**src/verilog/pxi_params.svh**
```systemverilog
// Purpose: offsets, reset values, vector addresses and timing counts of the port interrupt block
// Assumes: 8-bit register port, byte addresses as printed
// Notes:   included by the design module, the bench and the monitor
`ifndef PXI_PARAMS_SVH
`define PXI_PARAMS_SVH
`define PXI_ADDR_IRQ01      16'hFE5D
`define PXI_ADDR_IRQ23      16'hFE5E
`define PXI_ADDR_ROUTE      16'hFE5F
`define PXI_ADDR_PORT       16'hFE5C
`define PXI_RST_BYTE        8'h00
`define PXI_TCYC_NS         25
`define PXI_FILT_LONG_TCYC  128
`define PXI_FILT_MID_TCYC   32
`define PXI_FILT_LONG_CYC   ((`PXI_FILT_LONG_TCYC * `PXI_TCYC_NS) / `PXI_TCYC_NS)
`define PXI_FILT_MID_CYC    ((`PXI_FILT_MID_TCYC * `PXI_TCYC_NS) / `PXI_TCYC_NS)
`define PXI_VEC_SRC0        16'h0003
`define PXI_VEC_SRC1        16'h000B
`define PXI_VEC_SRC2        16'h0013
`define PXI_VEC_SRC3        16'h001B
`define PXI_BUZ_DIV         8
`endif

```
**src/verilog/pxi_pkg.sv**
```systemverilog
// Purpose: types of the port interrupt block
// Assumes: nothing
// Notes:   field layout follows the register bit order, msb first
package pxi_pkg;
  typedef struct packed {
    logic src1_polarity;
    logic src1_level_sel;
    logic src1_flag;
    logic src1_req_en;
    logic src0_polarity;
    logic src0_level_sel;
    logic src0_flag;
    logic src0_req_en;
  } pxi_irq01_t;
  typedef struct packed {
    logic src3_rise_en;
    logic src3_fall_en;
    logic src3_flag;
    logic src3_req_en;
    logic src2_rise_en;
    logic src2_fall_en;
    logic src2_flag;
    logic src2_req_en;
  } pxi_irq23_t;
  typedef struct packed {
    logic cap_hi_src_sel;
    logic cap_lo_src_sel;
    logic basetmr_clk_sel_hi;
    logic basetmr_clk_sel_lo;
    logic buzzer_route_sel;
    logic filter_const_sel;
    logic filter_const_on;
    logic count_src_sel;
  } pxi_route_t;
  typedef struct packed {
    logic [3:0] dir;
    logic [3:0] out_bit;
  } pxi_port_t;
  typedef struct packed {
    logic [3:0] req;
    logic       deep_wake;
    logic       cap_hi;
    logic       cap_lo;
    logic       count;
  } pxi_evt_t;
  typedef enum logic [1:0] {PXI_RUN, PXI_LIGHT, PXI_DEEP} pxi_mode_t;
endpackage

```
**src/verilog/pxi_port_irq.sv**
```systemverilog
// What this block does
// RL1 - pin0 output: low for 0, open for 1
// RL2 - pin0 data bit switches its pull-up
// RL3 - source1 condition from polarity and level bits
// RL4 - source0 condition from polarity and level bits
// RL5 - source1 flag and enable: wake, vector 000B
// RL6 - source0 flag and enable: wake, vector 0003
// RL7 - flags cleared only by software writes
// RL8 - sources 0/1 wake only in level mode
// RL9 - source3 edge select, vector 001B, no wake
// RL10 - source2 edge select, wake, vector 0013
// RL11 - deep sleep ignores edges toward latched pin2 state
// RL12 - software should use both edges on pin2
// RL13 - high capture from pin1 or pin3
// RL14 - level capture pulses every cycle
// RL15 - low capture from pin0 or pin2
// RL16 - base timer clock selection, 10 forbidden
// RL17 - buzzer route: base clock/8 or pwm high
// RL18 - noise filter constant 1, 128 or 32
// RL19 - count clock from pin3 or pin2
// RL20 - capture from other sources overrides port
// RL21 - sleep turns pin0 pull-up off, others hold
// RL22 - deep wake goes to light sleep until accepted
// RL23 - filtered samples compared for edges
// RL24 - level mode sets flags every cycle
// Purpose: external interrupt detection and input routing for a four-pin port
// Assumes: 40 MHz ref_clk is the cycle clock; pins are asynchronous
// Notes:   reads return data one cycle after the strobe; unmapped reads give 00
`timescale 1ns/1ps
module pxi_port_irq (
  input  wire logic                ref_clk,
  input  wire logic                nrst,
  input  wire logic [15:0]         addr,
  input  wire logic [7:0]          wdata,
  input  wire logic                wr_stb,
  input  wire logic                rd_stb,
  output logic      [7:0]          rdata,
  input  wire logic [3:0]          pin_in,
  output logic      [3:0]          pin_out,
  output logic      [3:0]          pin_oe,
  output logic      [3:0]          pin_pullup,
  input  wire logic                sleep_light_req,
  input  wire logic                sleep_deep_req,
  input  wire logic                irq_accept,
  output logic      [1:0]          sleep_mode,
  output pxi_pkg::pxi_evt_t        evt,
  input  wire logic                cap_lo_alt_sel,
  input  wire logic                cap_hi_alt_sel,
  input  wire logic                cap_lo_alt,
  input  wire logic                cap_hi_alt,
  input  wire logic                subclk_tick,
  input  wire logic                prescale_tick,
  input  wire logic                pwm_hi_out,
  output logic                     basetmr_tick,
  output logic                     buzzer_pin
);
  import pxi_pkg::*;
  `include "pxi_params.svh"

  localparam int LONG_CYC = `PXI_FILT_LONG_CYC;
  localparam int MID_CYC  = `PXI_FILT_MID_CYC;
  localparam int DIV_HALF = `PXI_BUZ_DIV / 2;

  initial begin
    if (LONG_CYC < 1 || LONG_CYC > 255 || MID_CYC < 1 || DIV_HALF < 1) begin
      $error("filter or divider count out of range");
    end
  end

  pxi_irq01_t irq01_reg, irq01_next;
  pxi_irq23_t irq23_reg, irq23_next;
  pxi_route_t route_reg, route_next;
  pxi_port_t  port_reg, port_next;
  logic [7:0] rdata_next;

  logic [3:0] sync1_reg, sync2_reg, sync3_reg;
  logic [3:0] filt_reg, filt_next, prev_reg, prev_next;
  logic [7:0] fcnt_reg [4];
  logic [7:0] fcnt_next [4];
  logic [7:0] flim;

  pxi_mode_t  mode_reg, mode_next;
  logic       p2_latch_reg, p2_latch_next;

  logic [3:0] pin_out_next, pin_oe_next, pin_pullup_next;
  pxi_evt_t   evt_next;
  logic [2:0] div_reg, div_next;
  logic       buz_reg, buz_next;
  logic       btick_next, buzzer_next;

  logic [3:0] rise, fall;
  logic       hit0, hit1, hit2, hit3, lvl0, lvl1, bt_src;

  // noise filter: a pin change is taken once stable for the selected constant
  always_comb begin
    case ({route_reg.filter_const_sel, route_reg.filter_const_on}) // RL18
      2'b01:   flim = 8'(LONG_CYC - 1);
      2'b11:   flim = 8'(MID_CYC - 1);
      default: flim = 8'h00;
    endcase
  end

  genvar g;
  generate
    for (g = 0; g < 4; g++) begin : g_filt
      always_comb begin
        fcnt_next[g] = 8'h00;
        filt_next[g] = filt_reg[g];
        // second and third stage agree before the change is counted
        if (sync2_reg[g] == sync3_reg[g] && sync3_reg[g] != filt_reg[g]) begin
          if (fcnt_reg[g] >= flim) begin
            filt_next[g] = sync3_reg[g];
          end else begin
            fcnt_next[g] = fcnt_reg[g] + 8'h01;
          end
        end
      end
      always_ff @(posedge ref_clk) begin
        if (!nrst) begin
          fcnt_reg[g] <= 8'h00;
        end else begin
          fcnt_reg[g] <= fcnt_next[g];
        end
      end
    end
  endgenerate

  always_ff @(posedge ref_clk) begin
    if (!nrst) begin
      sync1_reg <= 4'h0;
      sync2_reg <= 4'h0;
      sync3_reg <= 4'h0;
    end else begin
      sync1_reg <= pin_in;
      sync2_reg <= sync1_reg;
      sync3_reg <= sync2_reg;
    end
  end

  // edges from the filtered sample against the one before
  always_comb begin
    prev_next = filt_reg; // RL23
    rise = filt_reg & ~prev_reg; // RL23
    fall = ~filt_reg & prev_reg;
  end

  // detection conditions per source
  always_comb begin
    lvl0 = irq01_reg.src0_level_sel;
    lvl1 = irq01_reg.src1_level_sel;
    hit0 = lvl0 ? (filt_reg[0] == irq01_reg.src0_polarity) // RL4 RL24
                : (irq01_reg.src0_polarity ? rise[0] : fall[0]);
    hit1 = lvl1 ? (filt_reg[1] == irq01_reg.src1_polarity) // RL3 RL24
                : (irq01_reg.src1_polarity ? rise[1] : fall[1]);
    hit2 = (irq23_reg.src2_rise_en & rise[2]) | (irq23_reg.src2_fall_en & fall[2]); // RL10
    // edges toward the state latched at deep-sleep entry do not count
    if (mode_reg == PXI_DEEP) begin
      hit2 = (irq23_reg.src2_rise_en & rise[2] & ~p2_latch_reg) // RL11
           | (irq23_reg.src2_fall_en & fall[2] & p2_latch_reg);
    end
    hit3 = (irq23_reg.src3_rise_en & rise[3]) | (irq23_reg.src3_fall_en & fall[3]); // RL9
  end

  // register file; a hardware set wins over a software clear in the same cycle
  always_comb begin
    irq01_next = irq01_reg;
    irq23_next = irq23_reg;
    route_next = route_reg;
    port_next  = port_reg;
    rdata_next = `PXI_RST_BYTE;
    if (wr_stb) begin
      case (addr)
        `PXI_ADDR_IRQ01: irq01_next = pxi_irq01_t'(wdata);
        `PXI_ADDR_IRQ23: irq23_next = pxi_irq23_t'(wdata);
        `PXI_ADDR_ROUTE: route_next = pxi_route_t'(wdata);
        `PXI_ADDR_PORT:  port_next  = pxi_port_t'(wdata);
        default:         ;
      endcase
    end
    if (hit0) irq01_next.src0_flag = 1'b1; // RL6 RL7
    if (hit1) irq01_next.src1_flag = 1'b1; // RL5 RL7
    if (hit2) irq23_next.src2_flag = 1'b1; // RL10 RL7
    if (hit3) irq23_next.src3_flag = 1'b1; // RL9 RL7
    if (rd_stb) begin
      case (addr)
        `PXI_ADDR_IRQ01: rdata_next = irq01_reg;
        `PXI_ADDR_IRQ23: rdata_next = irq23_reg;
        `PXI_ADDR_ROUTE: rdata_next = route_reg;
        // data bits read back the filtered pins
        `PXI_ADDR_PORT:  rdata_next = {port_reg.dir, filt_reg};
        default:         rdata_next = `PXI_RST_BYTE;
      endcase
    end
  end

  // requests, wake and routed timer events
  always_comb begin
    evt_next.req[0] = irq01_reg.src0_flag & irq01_reg.src0_req_en; // RL6
    evt_next.req[1] = irq01_reg.src1_flag & irq01_reg.src1_req_en; // RL5
    evt_next.req[2] = irq23_reg.src2_flag & irq23_reg.src2_req_en; // RL10
    evt_next.req[3] = irq23_reg.src3_flag & irq23_reg.src3_req_en; // RL9
    evt_next.deep_wake = (evt_next.req[0] & lvl0) | (evt_next.req[1] & lvl1) // RL8
                       | evt_next.req[2];
    // level mode gives one capture per cycle while the level stands
    evt_next.cap_hi = cap_hi_alt_sel ? cap_hi_alt // RL20
                    : (route_reg.cap_hi_src_sel ? hit1 : hit3); // RL13 RL14
    evt_next.cap_lo = cap_lo_alt_sel ? cap_lo_alt // RL20
                    : (route_reg.cap_lo_src_sel ? hit0 : hit2); // RL15 RL14
    evt_next.count  = route_reg.count_src_sel ? hit3 : hit2; // RL19
  end

  // sleep mode tracking
  always_comb begin
    mode_next     = mode_reg;
    p2_latch_next = p2_latch_reg;
    case (mode_reg)
      PXI_RUN: begin
        if (sleep_deep_req) begin
          mode_next     = PXI_DEEP;
          p2_latch_next = filt_reg[2]; // RL11
        end else if (sleep_light_req) begin
          mode_next = PXI_LIGHT;
        end
      end
      PXI_DEEP: begin
        if (evt.deep_wake) mode_next = PXI_LIGHT; // RL22
      end
      PXI_LIGHT: begin
        if (irq_accept) mode_next = PXI_RUN; // RL22
      end
      default: mode_next = PXI_RUN;
    endcase
  end

  // pins: pin0 open drain, others push-pull
  always_comb begin
    pin_out_next    = port_reg.out_bit;
    pin_oe_next     = port_reg.dir;
    pin_out_next[0] = 1'b0; // RL1
    pin_oe_next[0]  = port_reg.dir[0] & ~port_reg.out_bit[0]; // RL1
    pin_pullup_next = port_reg.out_bit; // RL2
    // sleep drops only the pin0 pull-up; other pins keep their drive
    if (mode_reg != PXI_RUN) pin_pullup_next[0] = 1'b0; // RL21
  end

  // base timer clock and buzzer divider
  always_comb begin
    case ({route_reg.basetmr_clk_sel_hi, route_reg.basetmr_clk_sel_lo}) // RL16
      2'b00:   bt_src = subclk_tick;
      2'b01:   bt_src = 1'b1;
      2'b11:   bt_src = prescale_tick;
      default: bt_src = 1'b0; // forbidden setting stops the base clock
    endcase
    btick_next = bt_src;
    div_next   = div_reg;
    buz_next   = buz_reg;
    if (bt_src) begin
      if (div_reg == 3'(DIV_HALF - 1)) begin
        div_next = 3'h0;
        buz_next = ~buz_reg;
      end else begin
        div_next = div_reg + 3'h1;
      end
    end
    // pwm high is forced high by the buzzer select outside this block
    buzzer_next = route_reg.buzzer_route_sel ? buz_reg : pwm_hi_out; // RL17
  end

  always_ff @(posedge ref_clk) begin
    if (!nrst) begin
      irq01_reg    <= pxi_irq01_t'(`PXI_RST_BYTE);
      irq23_reg    <= pxi_irq23_t'(`PXI_RST_BYTE);
      route_reg    <= pxi_route_t'(`PXI_RST_BYTE);
      port_reg     <= pxi_port_t'(`PXI_RST_BYTE);
      rdata        <= 8'h00;
      filt_reg     <= 4'h0;
      prev_reg     <= 4'h0;
      mode_reg     <= PXI_RUN;
      p2_latch_reg <= 1'b0;
      pin_out      <= 4'h0;
      pin_oe       <= 4'h0;
      pin_pullup   <= 4'h0;
      evt          <= '0;
      div_reg      <= 3'h0;
      buz_reg      <= 1'b1;
      basetmr_tick <= 1'b0;
      buzzer_pin   <= 1'b1;
    end else begin
      irq01_reg    <= irq01_next;
      irq23_reg    <= irq23_next;
      route_reg    <= route_next;
      port_reg     <= port_next;
      rdata        <= rdata_next;
      filt_reg     <= filt_next;
      prev_reg     <= prev_next;
      mode_reg     <= mode_next;
      p2_latch_reg <= p2_latch_next;
      pin_out      <= pin_out_next;
      pin_oe       <= pin_oe_next;
      pin_pullup   <= pin_pullup_next;
      evt          <= evt_next;
      div_reg      <= div_next;
      buz_reg      <= buz_next;
      basetmr_tick <= btick_next;
      buzzer_pin   <= buzzer_next;
    end
  end

  always_comb sleep_mode = mode_reg;
endmodule
```
**config.mk**
```make
export PLATFORM = sky130hd
export DESIGN_NAME = pxi_port_irq
export DESIGN_NICKNAME = d
export VERILOG_FILES = /design/src/verilog/pxi_pkg.sv /design/src/verilog/pxi_port_irq.sv
export VERILOG_INCLUDE_DIRS = /design/src /design/src/verilog
export SDC_FILE = /design/constraint.sdc
export NUM_CORES = 1
export LEC_CHECK = 0
export BUFFER_PORTS_ARGS = -buffer_cell sky130_fd_sc_hd__buf_4
export CAP_MARGIN = 30
export CORE_MARGIN = 5
export CORE_UTILIZATION = 64
export CTS_BUF_LIST = sky130_fd_sc_hd__clkbuf_4 sky130_fd_sc_hd__clkbuf_8
export DETAILED_ROUTE_END_ITERATION = 6
export GPL_TIMING_DRIVEN = 0
export PLACE_DENSITY = 0.87
export SETUP_SLACK_MARGIN = 0.02
export SKIP_CTS_REPAIR_TIMING = 1
export SLEW_MARGIN = 20
export SYNTH_ARGS = -nofsm -noshare
export SYNTH_HDL_FRONTEND = slang
export SYNTH_SLANG_ARGS = --single-unit
```
**constraint.sdc**
```tcl
create_clock -name ref_clk -period 6.2 [get_ports ref_clk]
set_input_delay 0 -clock ref_clk [delete_from_list [all_inputs] [get_ports ref_clk]]
set_output_delay 0 -clock ref_clk [all_outputs]
set_load 0.01 [all_outputs]
```
# Word-level counts from Yosys, hierarchy flattened
# Memory sizes are Yosys's and may differ from the RTL's.
# Index checks and enable logic that the tools add are counted.
# word_totals
reg_bits	86
mem_bits_rw	32
out_inout_bits	32
elab_cells	188
memories	1
# mem_list
memory	depth	word_bits	rd	rd_ports_with_merged_regs	write_ports	line_no	text
fcnt_reg	4	8	4	0	4	pxi_port_irq.sv:78	logic [7:0] fcnt_reg [4];
# classes
n_addsub	5
n_lt_le_gt_ge	4
n_eq_ne	24
mux	42
bitwise	30
n_reduce_logical	32
# op_table
cell	count
$mux W8	12
$eq A16 B16 Y1 const B	4
$add A8 B1 Y8 const B	4
$ge A8 B8 Y1	4
$pmux W8 S4	1
$reduce_and A2 Y1	15
$mux W6	4
$reduce_bool A2 Y1	9
$mux W1	17
$pmux W7 S2	1
$and A1 B1 Y1	13
$or A1 B1 Y1	9
$and A4 B4 Y4	2
$mux W2	4
$not A4 Y4	2
$eq A1 B1 Y1	6
$eq A2 B1 Y1 const B	3
$eq A2 B2 Y1 const B	3
$pmux W2 S3	1
$logic_and A1 B1 Y1	4
$logic_not A2 Y1	2
$ne A1 B1 Y1	4
$ne A2 B2 Y1 const B	2
$not A1 Y1	4
other kinds (7)	7

# Longest topological paths before layout
# Gate-level depths: netlist of the first run.
# depth
ltp_word	8
ltp_mapped	9
mapped_depth_nobuf	7

# Worst setup path before layout of the first run
# No wires, ideal clock.
# synth_path
path_type	register to register
start	register route_reg[1] in the netlist's numbering
end	memory fcnt_reg[0][2]
arrival_ns	2.227
path_slack_ns	3.849
stages_incl_launch_ff	10
synth_period_minus_slack_ns	2.351
cell_sequence	dfxtp_1 buf_2 nand2b_1 ha_1 nand3_1 or3b_2 o221ai_1 or3_1 clkbuf_1 nor2_1
# synth_rtl
item	line_no	text
from (decl)	pxi_port_irq.sv:72	pxi_route_t route_reg, route_next;
from (signal assigned)	pxi_port_irq.sv:273	route_reg <= pxi_route_t'(`PXI_RST_BYTE);
from (signal assigned)	pxi_port_irq.sv:291	route_reg <= route_next;
to (decl)	pxi_port_irq.sv:78	

==> results of run 1 <==
[cells in the mapped netlist, types with 6 or more instances]
| cell type | count | area share [%] |
|---|---|---|
| a21oi_1 | 50 | 4.9 |
| a22oi_1 | 16 | 2.3 |
| a31oi_1 | 6 | 0.73 |
| and2_1 | 26 | 3.2 |
| and3_1 | 12 | 1.5 |
| clkbuf_1 | 16 | 1.2 |
| dfxtp_1 | 117 | 45 |
| ha_1 | 27 | 6.6 |
| inv_1 | 16 | 1.2 |
| mux2i_1 | 9 | 1.7 |
| nand2_1 | 46 | 3.3 |
| nand2b_1 | 10 | 1.2 |
| nand3_1 | 59 | 5.7 |
| nand4_1 | 6 | 0.73 |
| nor2_1 | 52 | 3.8 |
| o21ai_0 | 8 | 0.78 |
| xnor2_1 | 8 | 1.4 |
| xor2_1 | 20 | 3.4 |
[routing by layer]
| metal | track usage, % | wire length [um] |
|---|---|---|
| met5 | 0 | 0 |
| met4 | 13.1 | 720 |
| met3 | 6.59 | 1110 |
| met2 | 49.3 | 7280 |
| met1 | 32.4 | 5220 |
[cell type report]
class	count	area (um2)	share of cell area, %
clock inverter	10	171	2.64
timing repair buffer	92	743	11.5
sequential	117	2340	36.1
tap	102	128	1.97
clock buffer	22	284	4.38
inverter	16	60.1	0.927
multi-input combinational	412	2590	40.0
buffer	29	160	2.47
[power by group through the flow]
stage	Sequential, mW	Combinational, mW	Clock, mW
6_report	0.762	0.0773	0.793
3_3_place_gp	0.778	0.0619	0
4_1_cts	0.762	0.0647	0.788
2_1_floorplan	0.779	0.0248	0
5_1_grt	0.762	0.0824	0.831
3_5_place_dp	0.779	0.0644	0
[worst max-delay path: stages (launching register included)]
cell	delay (ps)
dfxtp_1	460
buf_2	310
nand2b_1	340
ha_1	440
nand3_1	100
or3b_2	440
o221ai_1	250
or3_1	150
clkbuf_1	330
nor2_1	110
[cell families after synthesis]
logic type	after synthesis	share of synthesized area, %
buffers and inverters	45	4.27
AND/OR/NAND/NOR	239	24.0
flip-flops	117	45.4
AO/OA/AOI/OAI	108	13.1
XOR/XNOR	28	4.76
multiplexers	9	1.75
other	1	0.0727
adder cells (fa/ha/maj)	27	6.55
[how the worst max path moves through the flow]
stage                              start                         to  slack (ps)  cells past startpoint
4_1_cts        route_reg[1]$_SDFFE_PN0P_  fcnt_reg[0][2]$_SDFF_PP0_        3170                      9
2_1_floorplan  route_reg[1]$_SDFFE_PN0P_  fcnt_reg[0][2]$_SDFF_PP0_        3850                      9
3_5_place_dp   route_reg[1]$_SDFFE_PN0P_  fcnt_reg[0][2]$_SDFF_PP0_        3210                      9
3_3_place_gp   route_reg[1]$_SDFFE_PN0P_  fcnt_reg[0][3]$_SDFF_PP0_        3350                      9
6_report       route_reg[1]$_SDFFE_PN0P_  fcnt_reg[0][2]$_SDFF_PP0_        3120                      9
5_1_grt        route_reg[1]$_SDFFE_PN0P_  fcnt_reg[1][4]$_SDFF_PP0_        3000                      9
[metrics by stage]
| step | worst slack [ps] | utilization (%) | area (um2) | power (mW) | hold slack [ps] |
|---|---|---|---|---|---|
| after floorplan | 3850 | - | 5150 | 0.804 | 102 |
| after global placement | 3350 | 74.9 | 5820 | 0.840 | 209 |
| after detailed placement | 3210 | 74.9 | 5820 | 0.843 | 205 |
| after CTS | 3170 | 80.7 | 6270 | 1.61 | -234 |
| after global routing | 3000 | 83.4 | 6480 | 1.68 | 54.7 |
| final | 3120 | 83.4 | 6480 | 1.63 | -14.8 |
==> impl_metrics.json, run 1 <==
{
  "gp_congestion": 0.952,
  "finalCriticalPeriod_ps": 3080,
  "cts_sinks": 117,
  "drt_iter0_drc": 365,
  "grt_pass1_vias": 4722,
  "largest_reg_flops": 32,
  "antenna_found_initial": 0,
  "status": "finished with violations",
  "clock_path_buffers": 2,
  "drt-total-wl_um": 14300,
  "drc": 0,
  "maxSlewHeadroom_pct": 46.3,
  "rsz0062_at_grt": "no",
  "synth_enable_flop_cells": 0,
  "finalSetupViolCount": 0,
  "die_area_um2": 9950,
  "p_per_area_nw_per_um2": 252,
  "htree_num_levels": 4,
  "syn_to_final_growth_pct": 25.7,
  "async_flop_share_pct": 0,
  "max_freq_mhz": 324,
  "hold_violations": 1,
  "synth_fp_nets": 643,
  "maxSlewViolCount": 0,
  "hold_ws_ps": -14.8,
  "p_leak_nw": 2.58,
  "ys_types": 51,
  "irDropWorstVdd_mv": 0.253,
  "p_int_mw": 1.27,
  "ys_ff_latch": 117,
  "first_pass_iters": 6,
  "gr-total-overflow": 0,
  "mostFrequentLayoutCell": "dfxtp_1",
  "hold_start": "sleep_light_req",
  "swShare_pct": 22.0,
  "clk_pin_slew_ps": 80,
  "fill_cells": 504,
  "end_kind": "flip-flop",
  "grt_first_pass_wirelength_um": 22400,
  "die_w_um": 99.7,
  "synth_warnings": 0,
  "vias": 4863,
  "grtUsageTotal_pct": 28.2,
  "skew_ps": 12.5,
  "ant_nets": 0,
  "syn_area_per_cell_um2": 8.98,
  "ios": 74,
  "whs_path_depth": 5,
  "netlist_area_um2": 5150,
  "routed_via_density": 6.08,
  "io_buffers": 71,
  "p_sw_uw": 360,
  "nNetsFinal": 754,
  "worst_setup_path_start_kind": "flip-flop",
  "hold_path.class": "in -> reg",
  "num_rows": 32,
  "critPathRequiredTime_ps": 6490,
  "r2r_start": "route_reg[1]$_SDFFE_PN0P_",
  "crit_arrival_ps": 3380,
  "cts_root_buf": "clkbuf_8",
  "clock_latency_ps": 430,
  "rr_worst_depth": 9,
  "grt_start_max_net_pins": 17,
  "totalNegativeSetupSlack_ps": 0,
  "layout_common_cells": "117 x dfxtp_1, 75 x buf_4, 59 x nand3_1, 52 x nor2_1, 50 x a21oi_1",
  "fin_crit_sh_pct": 49.7,
  "die_h_um": 99.7,
  "core_area_um2": 7770,
  "place_inst": 747,
  "netlist_instances": 574,
  "violations": "hold timing",
  "p_comb_share_pct": 4.7,
  "drv_cap": 0,
  "critPathMaxFanout": 10,
  "tritoncts.num_buffers": 17,
  "tightest_slew_ps": 806,
  "num_antenna_cells": 0,
  "timing_worst_setup_path_type": "reg -> reg",
  "r2r_end": "fcnt_reg[0][2]$_SDFF_PP0_",
  "min_to": "sleep_mode[0]$_SDFFE_PN0P_",
  "ys_seq_area_share_pct": 45.4,
  "drive_gt1_share_pct": 18.1,
  "fin_cells": 800,
  "synth_flop_cell": "dfxtp_1",
  "initial_utilization_pct": 66.4,
  "place_hpwl_um": 9570,
  "drt-wirelength-per-cell_um": 17.9,
  "cts_tree": "done",
  "seqPwrFrac_pct": 46.7,
  "setup.reg_to_reg.worst_slack_ps": 3120,
  "clockPowerShare_pct": 48.6
}
Power figures use the tool's default switching activity.
==> run 2, diff against run 1 <==
--- a/config.mk
+++ b/config.mk
@@ -9,11 +9,11 @@
 export BUFFER_PORTS_ARGS = -buffer_cell sky130_fd_sc_hd__buf_4
 export CAP_MARGIN = 30
 export CORE_MARGIN = 5
-export CORE_UTILIZATION = 64
+export CORE_UTILIZATION = 59
 export CTS_BUF_LIST = sky130_fd_sc_hd__clkbuf_4 sky130_fd_sc_hd__clkbuf_8
 export DETAILED_ROUTE_END_ITERATION = 6
 export GPL_TIMING_DRIVEN = 0
-export PLACE_DENSITY = 0.87
+export PLACE_DENSITY = 0.81
 export SETUP_SLACK_MARGIN = 0.02
 export SKIP_CTS_REPAIR_TIMING = 1
 export SLEW_MARGIN = 20
==> constraint.sdc (replaced) <==
create_clock -name ref_clk -period 2.9 [get_ports ref_clk]
set_input_delay 0 -clock ref_clk [delete_from_list [all_inputs] [get_ports ref_clk]]
set_output_delay 0 -clock ref_clk [all_outputs]
set_load 0.01 [all_outputs]
==> impl_metrics.json, run 2 (synthesis results as in run 1) <==
{
  "p_leak_nw": 2.56,
  "seqPwrFrac_pct": 48.9,
  "p_int_mw": 2.55,
  "die_h_um": 103,
  "drv_cap": 0,
  "rr_worst_depth": 10,
  "largest_reg_flops": 32,
  "mostFrequentLayoutCell": "dfxtp_1",
  "gr-total-overflow": 0,
  "die_area_um2": 10700,
  "skew_ps": 12.3,
  "gp_congestion": 0.955,
  "swShare_pct": 23.3,
  "place_hpwl_um": 9390,
  "seqCellArea_um2": 2340,
  "clockPowerShare_pct": 46.2,
  "fin_crit_sh_pct": 93.9,
  "p_sw_uw": 776,
  "tightest_slew_ps": 732,
  "final_cell_area_um2": 6490,
  "cts_tree": "done",
  "placedInstanceArea_um2": 5820,
  "max_freq_mhz": 367,
  "layout_common_cells": "117 x dfxtp_1, 78 x buf_4, 59 x nand3_1, 52 x nor2_1, 50 x a21oi_1",
  "finalSetupViolCount": 0,
  "num_antenna_cells": 0,
  "num_rows": 34,
  "min_to": "sleep_mode[0]$_SDFFE_PN0P_",
  "drt_iter0_drc": 323,
  "syn_to_final_growth_pct": 25.9,
  "hold_start": "sleep_light_req",
  "cts_root_buf": "clkbuf_8",
  "core_area_um2": 8640,
  "finalWorstSetupSlack_ps": 176,
  "whs_path_depth": 5,
  "vias": 4604,
  "htree_num_levels": 4,
  "rsz0062_at_grt": "no",
  "finalCriticalPeriod_ps": 2720,
  "clk_pin_slew_ps": 70,
  "drc": 0,
  "critPathMaxStageDelay_ps": 420,
  "drt-wirelength-per-cell_um": 16.5,
  "antenna_found_initial": 0,
  "routed_via_density": 5.71,
  "nNetsFinal": 755,
  "status": "finished with violations",
  "maxSlewViolCount": 0,
  "hold_ws_ps": -21.7,
  "grtUsageTotal_pct": 25.3,
  "ant_nets": 0,
  "setup.reg_to_reg.worst_slack_ps": 180,
  "clock_path_buffers": 2,
  "crit_slowest_cell": "dfxtp_1",
  "ios": 74,
  "cts_sinks": 117,
  "cp_cell_sequence": "clkbuf_4, clkinvlp_4, buf_4, ha_1, and3b_1, o21ai_0, o211ai_1, or3_1, clkbuf_1, nor2_1",
  "crit_arrival_ps": 3070,
  "io_buffers": 71,
  "power_mw": 3.33,
  "timing_worst_setup_path_type": "reg -> reg",
  "grt_start_max_net_pins": 17,
  "die_w_um": 103,
  "hold_path.class": "in -> reg",
  "irDropWorstVdd_mv": 0.349,
  "maxSlewHeadroom_pct": 51.2,
  "end_kind": "flip-flop",
  "grt_first_pass_wirelength_um": 21100,
  "drt-total-wl_um": 13300,
  "p_comb_share_pct": 4.8,
  "fill_cells": 633,
  "r2r_end": "fcnt_reg[2][0]$_SDFF_PP0_",
  "worst_setup_path_start_kind": "flip-flop",
  "multi_input_area_um2": 2610,
  "hold_violations": 1,
  "initial_utilization_pct": 59.7,
  "pre_cts_ws_ps": -21.3,
  "r2r_start": "route_reg[1]$_SDFFE_PN0P_",
  "clock_latency_ps": 420,
  "critPathRequiredTime_ps": 3250,
  "first_pass_iters": 5,
  "grt_pass1_vias": 4529,
  "critPathMaxFanout": 10,
  "tritoncts.num_buffers": 17,
  "violations": "hold timing",
  "drive_gt1_share_pct": 19.2,
  "p_per_area_nw_per_um2": 513
}
==> run 2: area by class of cell <==
cell class	instances	share of cell area, %
plain buffers	27	2.39
multi-input cells	412	40.2
clock inverters	15	2.81
well taps	108	2.08
inverters	16	0.983
repair buffers	95	11.8
clock buffers	17	3.60
flip-flops and latches	117	36.1
==> run 2: worst max-delay path by stage <==
stage | start | end | cells after the start
after global placement | route_reg[1]$_SDFFE_PN0P_ | fcnt_reg[1][6]$_SDFF_PP0_ | 9
after floorplan | route_reg[1]$_SDFFE_PN0P_ | fcnt_reg[0][2]$_SDFF_PP0_ | 9
after detailed placement | route_reg[1]$_SDFFE_PN0P_ | fcnt_reg[1][2]$_SDFF_PP0_ | 9
after global routing | route_reg[1]$_SDFFE_PN0P_ | fcnt_reg[2][4]$_SDFF_PP0_ | 10
after CTS | route_reg[1]$_SDFFE_PN0P_ | fcnt_reg[1][2]$_SDFF_PP0_ | 9
final | route_reg[1]$_SDFFE_PN0P_ | fcnt_reg[2][0]$_SDFF_PP0_ | 10
==> run 2: power groups by stage <==
stage                     sequential, mW  combinational, mW  clock [mW]
after floorplan                     1.67             0.0530           0
after global placement              1.66              0.133           0
after detailed placement            1.67              0.136           0
after CTS                           1.63              0.136        1.55
after global routing                1.63              0.173        1.64
final                               1.63              0.161        1.54
==> run 2: through the flow <==
step                instances  util, %  TNS [ps]  hold WS (ps)
floorplan                 574        -         0           102
global placement          753     67.4         0           210
detailed placement        753     67.4     -33.7           214
CTS                       785     72.3     -66.8          -238
global route              807     75.2         0          38.9
finish                    807     75.2         0         -21.7
==> run 2: layer usage <==
metal | up-vias | global-route usage [%] | part of all wire, %
li1 | 2240 | - | -
met1 | 2146 | 30.5 | 41
met2 | 186 | 43.1 | 51
met3 | 32 | 6.57 | 6.0
met4 | 0 | 9.96 | 2.5
met5 | - | 0 | 0
==> run 2: critical path, delay by kind of cell (launching register included) <==
family	cells	cell delay, ps
adders and majority gates	1	280
buffers and inverters	4	930
DFF	1	420
and+or+nand+nor	3	700
AOI/OAI and AO/OA	2	310
==> run 3, diff against run 2 <==
--- a/config.mk
+++ b/config.mk
@@ -6,10 +6,11 @@
 export SDC_FILE = /design/constraint.sdc
 export NUM_CORES = 1
 export LEC_CHECK = 0
+export ABC_AREA = 1
 export BUFFER_PORTS_ARGS = -buffer_cell sky130_fd_sc_hd__buf_4
 export CAP_MARGIN = 30
 export CORE_MARGIN = 5
-export CORE_UTILIZATION = 59
+export CORE_UTILIZATION = 60
 export CTS_BUF_LIST = sky130_fd_sc_hd__clkbuf_4 sky130_fd_sc_hd__clkbuf_8
 export DETAILED_ROUTE_END_ITERATION = 6
 export GPL_TIMING_DRIVEN = 0
==> impl_metrics.json, run 3 <==
{
  "antenna_found_initial": 0,
  "clock_path_buffers": 2,
  "num_antenna_cells": 0,
  "critPathRequiredTime_ps": 3220,
  "drc": 0,
  "synth_area_leaders": "dfxtp_1 41%, nand2_1 13%, inv_1 6.5%, ha_1 6.0%, nor2_1 6.0%",
  "core_area_um2": 9240,
  "pre_cts_ws_ps": 432,
  "largest_reg_flops": 32,
  "p_leak_nw": 3.27,
  "finalSetupViolCount": 0,
  "drt_iter0_drc": 237,
  "critPathMaxFanout": 19,
  "synth_warnings": 0,
  "synth_most_common_cell": "nand2_1",
  "grtUsageTotal_pct": 23.9,
  "grt_start_max_net_pins": 20,
  "ys_types": 48,
  "synth_top_family_by_area": "simple AND/OR/NAND/NOR gates",
  "crit_arrival_ps": 2830,
  "drt-wirelength-per-cell_um": 13.3,
  "ys_ff_latch": 117,
  "htree_num_levels": 4,
  "fill_cells": 702,
  "end_kind": "flip-flop",
  "cp_cell_sequence": "buf_6, inv_6, buf_8, or2_2, ha_1, nand2_1, nor3_1, nand4_1, nand4_2, nor2_1",
  "clock_latency_ps": 430,
  "finalCriticalPeriod_ps": 2510,
  "synth_enable_flop_cells": 0,
  "timing_worst_setup_path_type": "reg -> reg",
  "p_per_area_nw_per_um2": 472,
  "netlist_area_um2": 5670,
  "maxSlewHeadroom_pct": 56.2,
  "die_w_um": 107,
  "nNetsFinal": 935,
  "async_flop_share_pct": 0,
  "clk_pin_slew_ps": 70,
  "routed_via_density": 5.16,
  "grt_first_pass_wirelength_um": 22100,
  "synth_compound_area_share_pct": 8.89,
  "synthMuxAreaShare_pct": 0,
  "hold_path.class": "in -> reg",
  "die_area_um2": 11500,
  "mostFrequentLayoutCell": "nand2_1",
  "critPathMaxStageDelay_ps": 410,
  "cts_tree": "done",
  "ys_top_cells_by_count": "200 x nand2_1, 117 x dfxtp_1, 98 x inv_1, 90 x nor2_1, 40 x a21oi_1",
  "num_rows": 35,
  "hold_violations": 2,
  "die_h_um": 107,
  "layout_common_cells": "200 x nand2_1, 117 x dfxtp_1, 98 x inv_1, 90 x nor2_1, 74 x buf_4",
  "syn_area_per_cell_um2": 7.51,
  "synthAdderAreaFrac_pct": 5.95,
  "irDropWorstVdd_mv": 0.272,
  "violations": "hold timing",
  "drt-total-wl_um": 13400,
  "drive_gt1_share_pct": 18.9,
  "max_freq_mhz": 398,
  "yosys.area_share.simple_pct": 30.9,
  "gr-total-overflow": 0,
  "status": "finished with violations",
  "synth_flop_cell": "dfxtp_1",
  "cts_sinks": 117,
  "drv_cap": 0,
  "fin_crit_sh_pct": 86.6,
  "crit_slowest_cell": "or2_2",
  "vias": 5197,
  "first_pass_iters": 4,
  "io_buffers": 70,
  "finalWorstSetupSlack_ps": 388,
  "grt_pass1_vias": 4996,
  "worst_setup_path_start_kind": "flip-flop",
  "gp_congestion": 0.913,
  "yosys.area.top_type": "dfxtp_1",
  "ios": 74,
  "netlist_instances": 756,
  "synth_top_area_share_pct": 41.3,
  "syn_to_final_growth_pct": 22.5,
  "ys_seq_area_share_pct": 41.3,
  "tightest_slew_ps": 650,
  "rsz0062_at_grt": "no",
  "place_hpwl_um": 9890,
  "hold_ws_ps": -4.04,
  "maxSlewViolCount": 0,
  "power_mw": 3.28,
  "synthXorXnorAreaFrac_pct": 3.40,
  "cts_root_buf": "clkbuf_8",
  "ant_nets": 0,
  "tritoncts.num_buffers": 17,
  "initial_utilization_pct": 61.4,
  "skew_ps": 12.4,
  "synth_fp_nets": 825,
  "totalNegativeSetupSlack_ps": 0
}
run 3: changes by cell type after synthesis, moves of 16 or more:
cell,before,now
nor2_1,52,90
inv_1,16,98
a22oi_1,16,0
nand2_1,46,200
nand3_1,59,32
and2_1,26,0
run 3: report_power, final:
part	leakage [nW]	internal (mW)	switching [mW]	total [mW]
clock	0.184	0.762	0.665	1.43
sequential	0.947	1.63	0.0168	1.65
combinational	2.14	0.0961	0.108	0.204
total	3.27	2.49	0.790	3.28
run 3: area by class of cell:
class	count	area (um2)	area share, %
multi-input cells	515	2790	40.2
flip-flops and latches	117	2340	33.7
repair buffers	91	736	10.6
inverters	106	420	6.05
clock buffers	18	241	3.47
well taps	129	161	2.32
clock inverters	13	136	1.96
plain buffers	18	118	1.69
run 3: final timing paths:
path | start | slack (ps) | endpoint | depth (start not counted)
hold reg to reg | sync1_reg[2]$_SDFF_PN0_ | 410 | sync2_reg[2]$_SDFF_PN0_ | 2
setup reg to reg | route_reg[1]$_SDFFE_PN0P_ | 390 | fcnt_reg[1][3]$_SDFF_PP0_ | 10
setup / recovery | route_reg[1]$_SDFFE_PN0P_ | 390 | fcnt_reg[1][3]$_SDFF_PP0_ | 10
hold / removal | addr[2] | -4 | rdata[4]$_SDFF_PN0_ | 4
run 3: kinds of logic (layout without fill, tap and decap cells):
| group | count (synthesis) | after routing |
|---|---|---|
| AND/OR/NAND/NOR | 380 | 380 |
| buffers and inverters | 124 | 246 |
| XOR/XNOR | 22 | 22 |
| adder cells (fa/ha/maj) | 27 | 27 |
| other | 1 | 1 |
| flip-flops | 117 | 117 |
| AO/OA/AOI/OAI | 85 | 85 |
run 3: layer usage:
layer	GRT usage (%)	vias to the layer above	part of all wire, %
met3	5.42	40	6.4
met4	11.1	0	3.2
met5	0	-	0
li1	-	2601	-
met2	43.8	171	51
met1	25.9	2385	39
run 3: per-stage QoR:
stage / area [um2] / hold WS [ps] / utilization (%) / std cells
after CTS: 6740 / -254 / 72.9 / 986
final: 6950 / -4.04 / 75.2 / 1007
after global placement: 6360 / 181 / 68.8 / 955
after global routing: 6950 / 8.31 / 75.2 / 1007
after detailed placement: 6360 / 190 / 68.8 / 955
after floorplan: 5670 / 97.6 / - / 756
run 3: worst max-delay path: cells and delay by family (launching register included):
family        cells  cell delay, ps
simple gates      6            1360
buf+inv           3             360
fa+ha+maj         1             360
flops             1             330
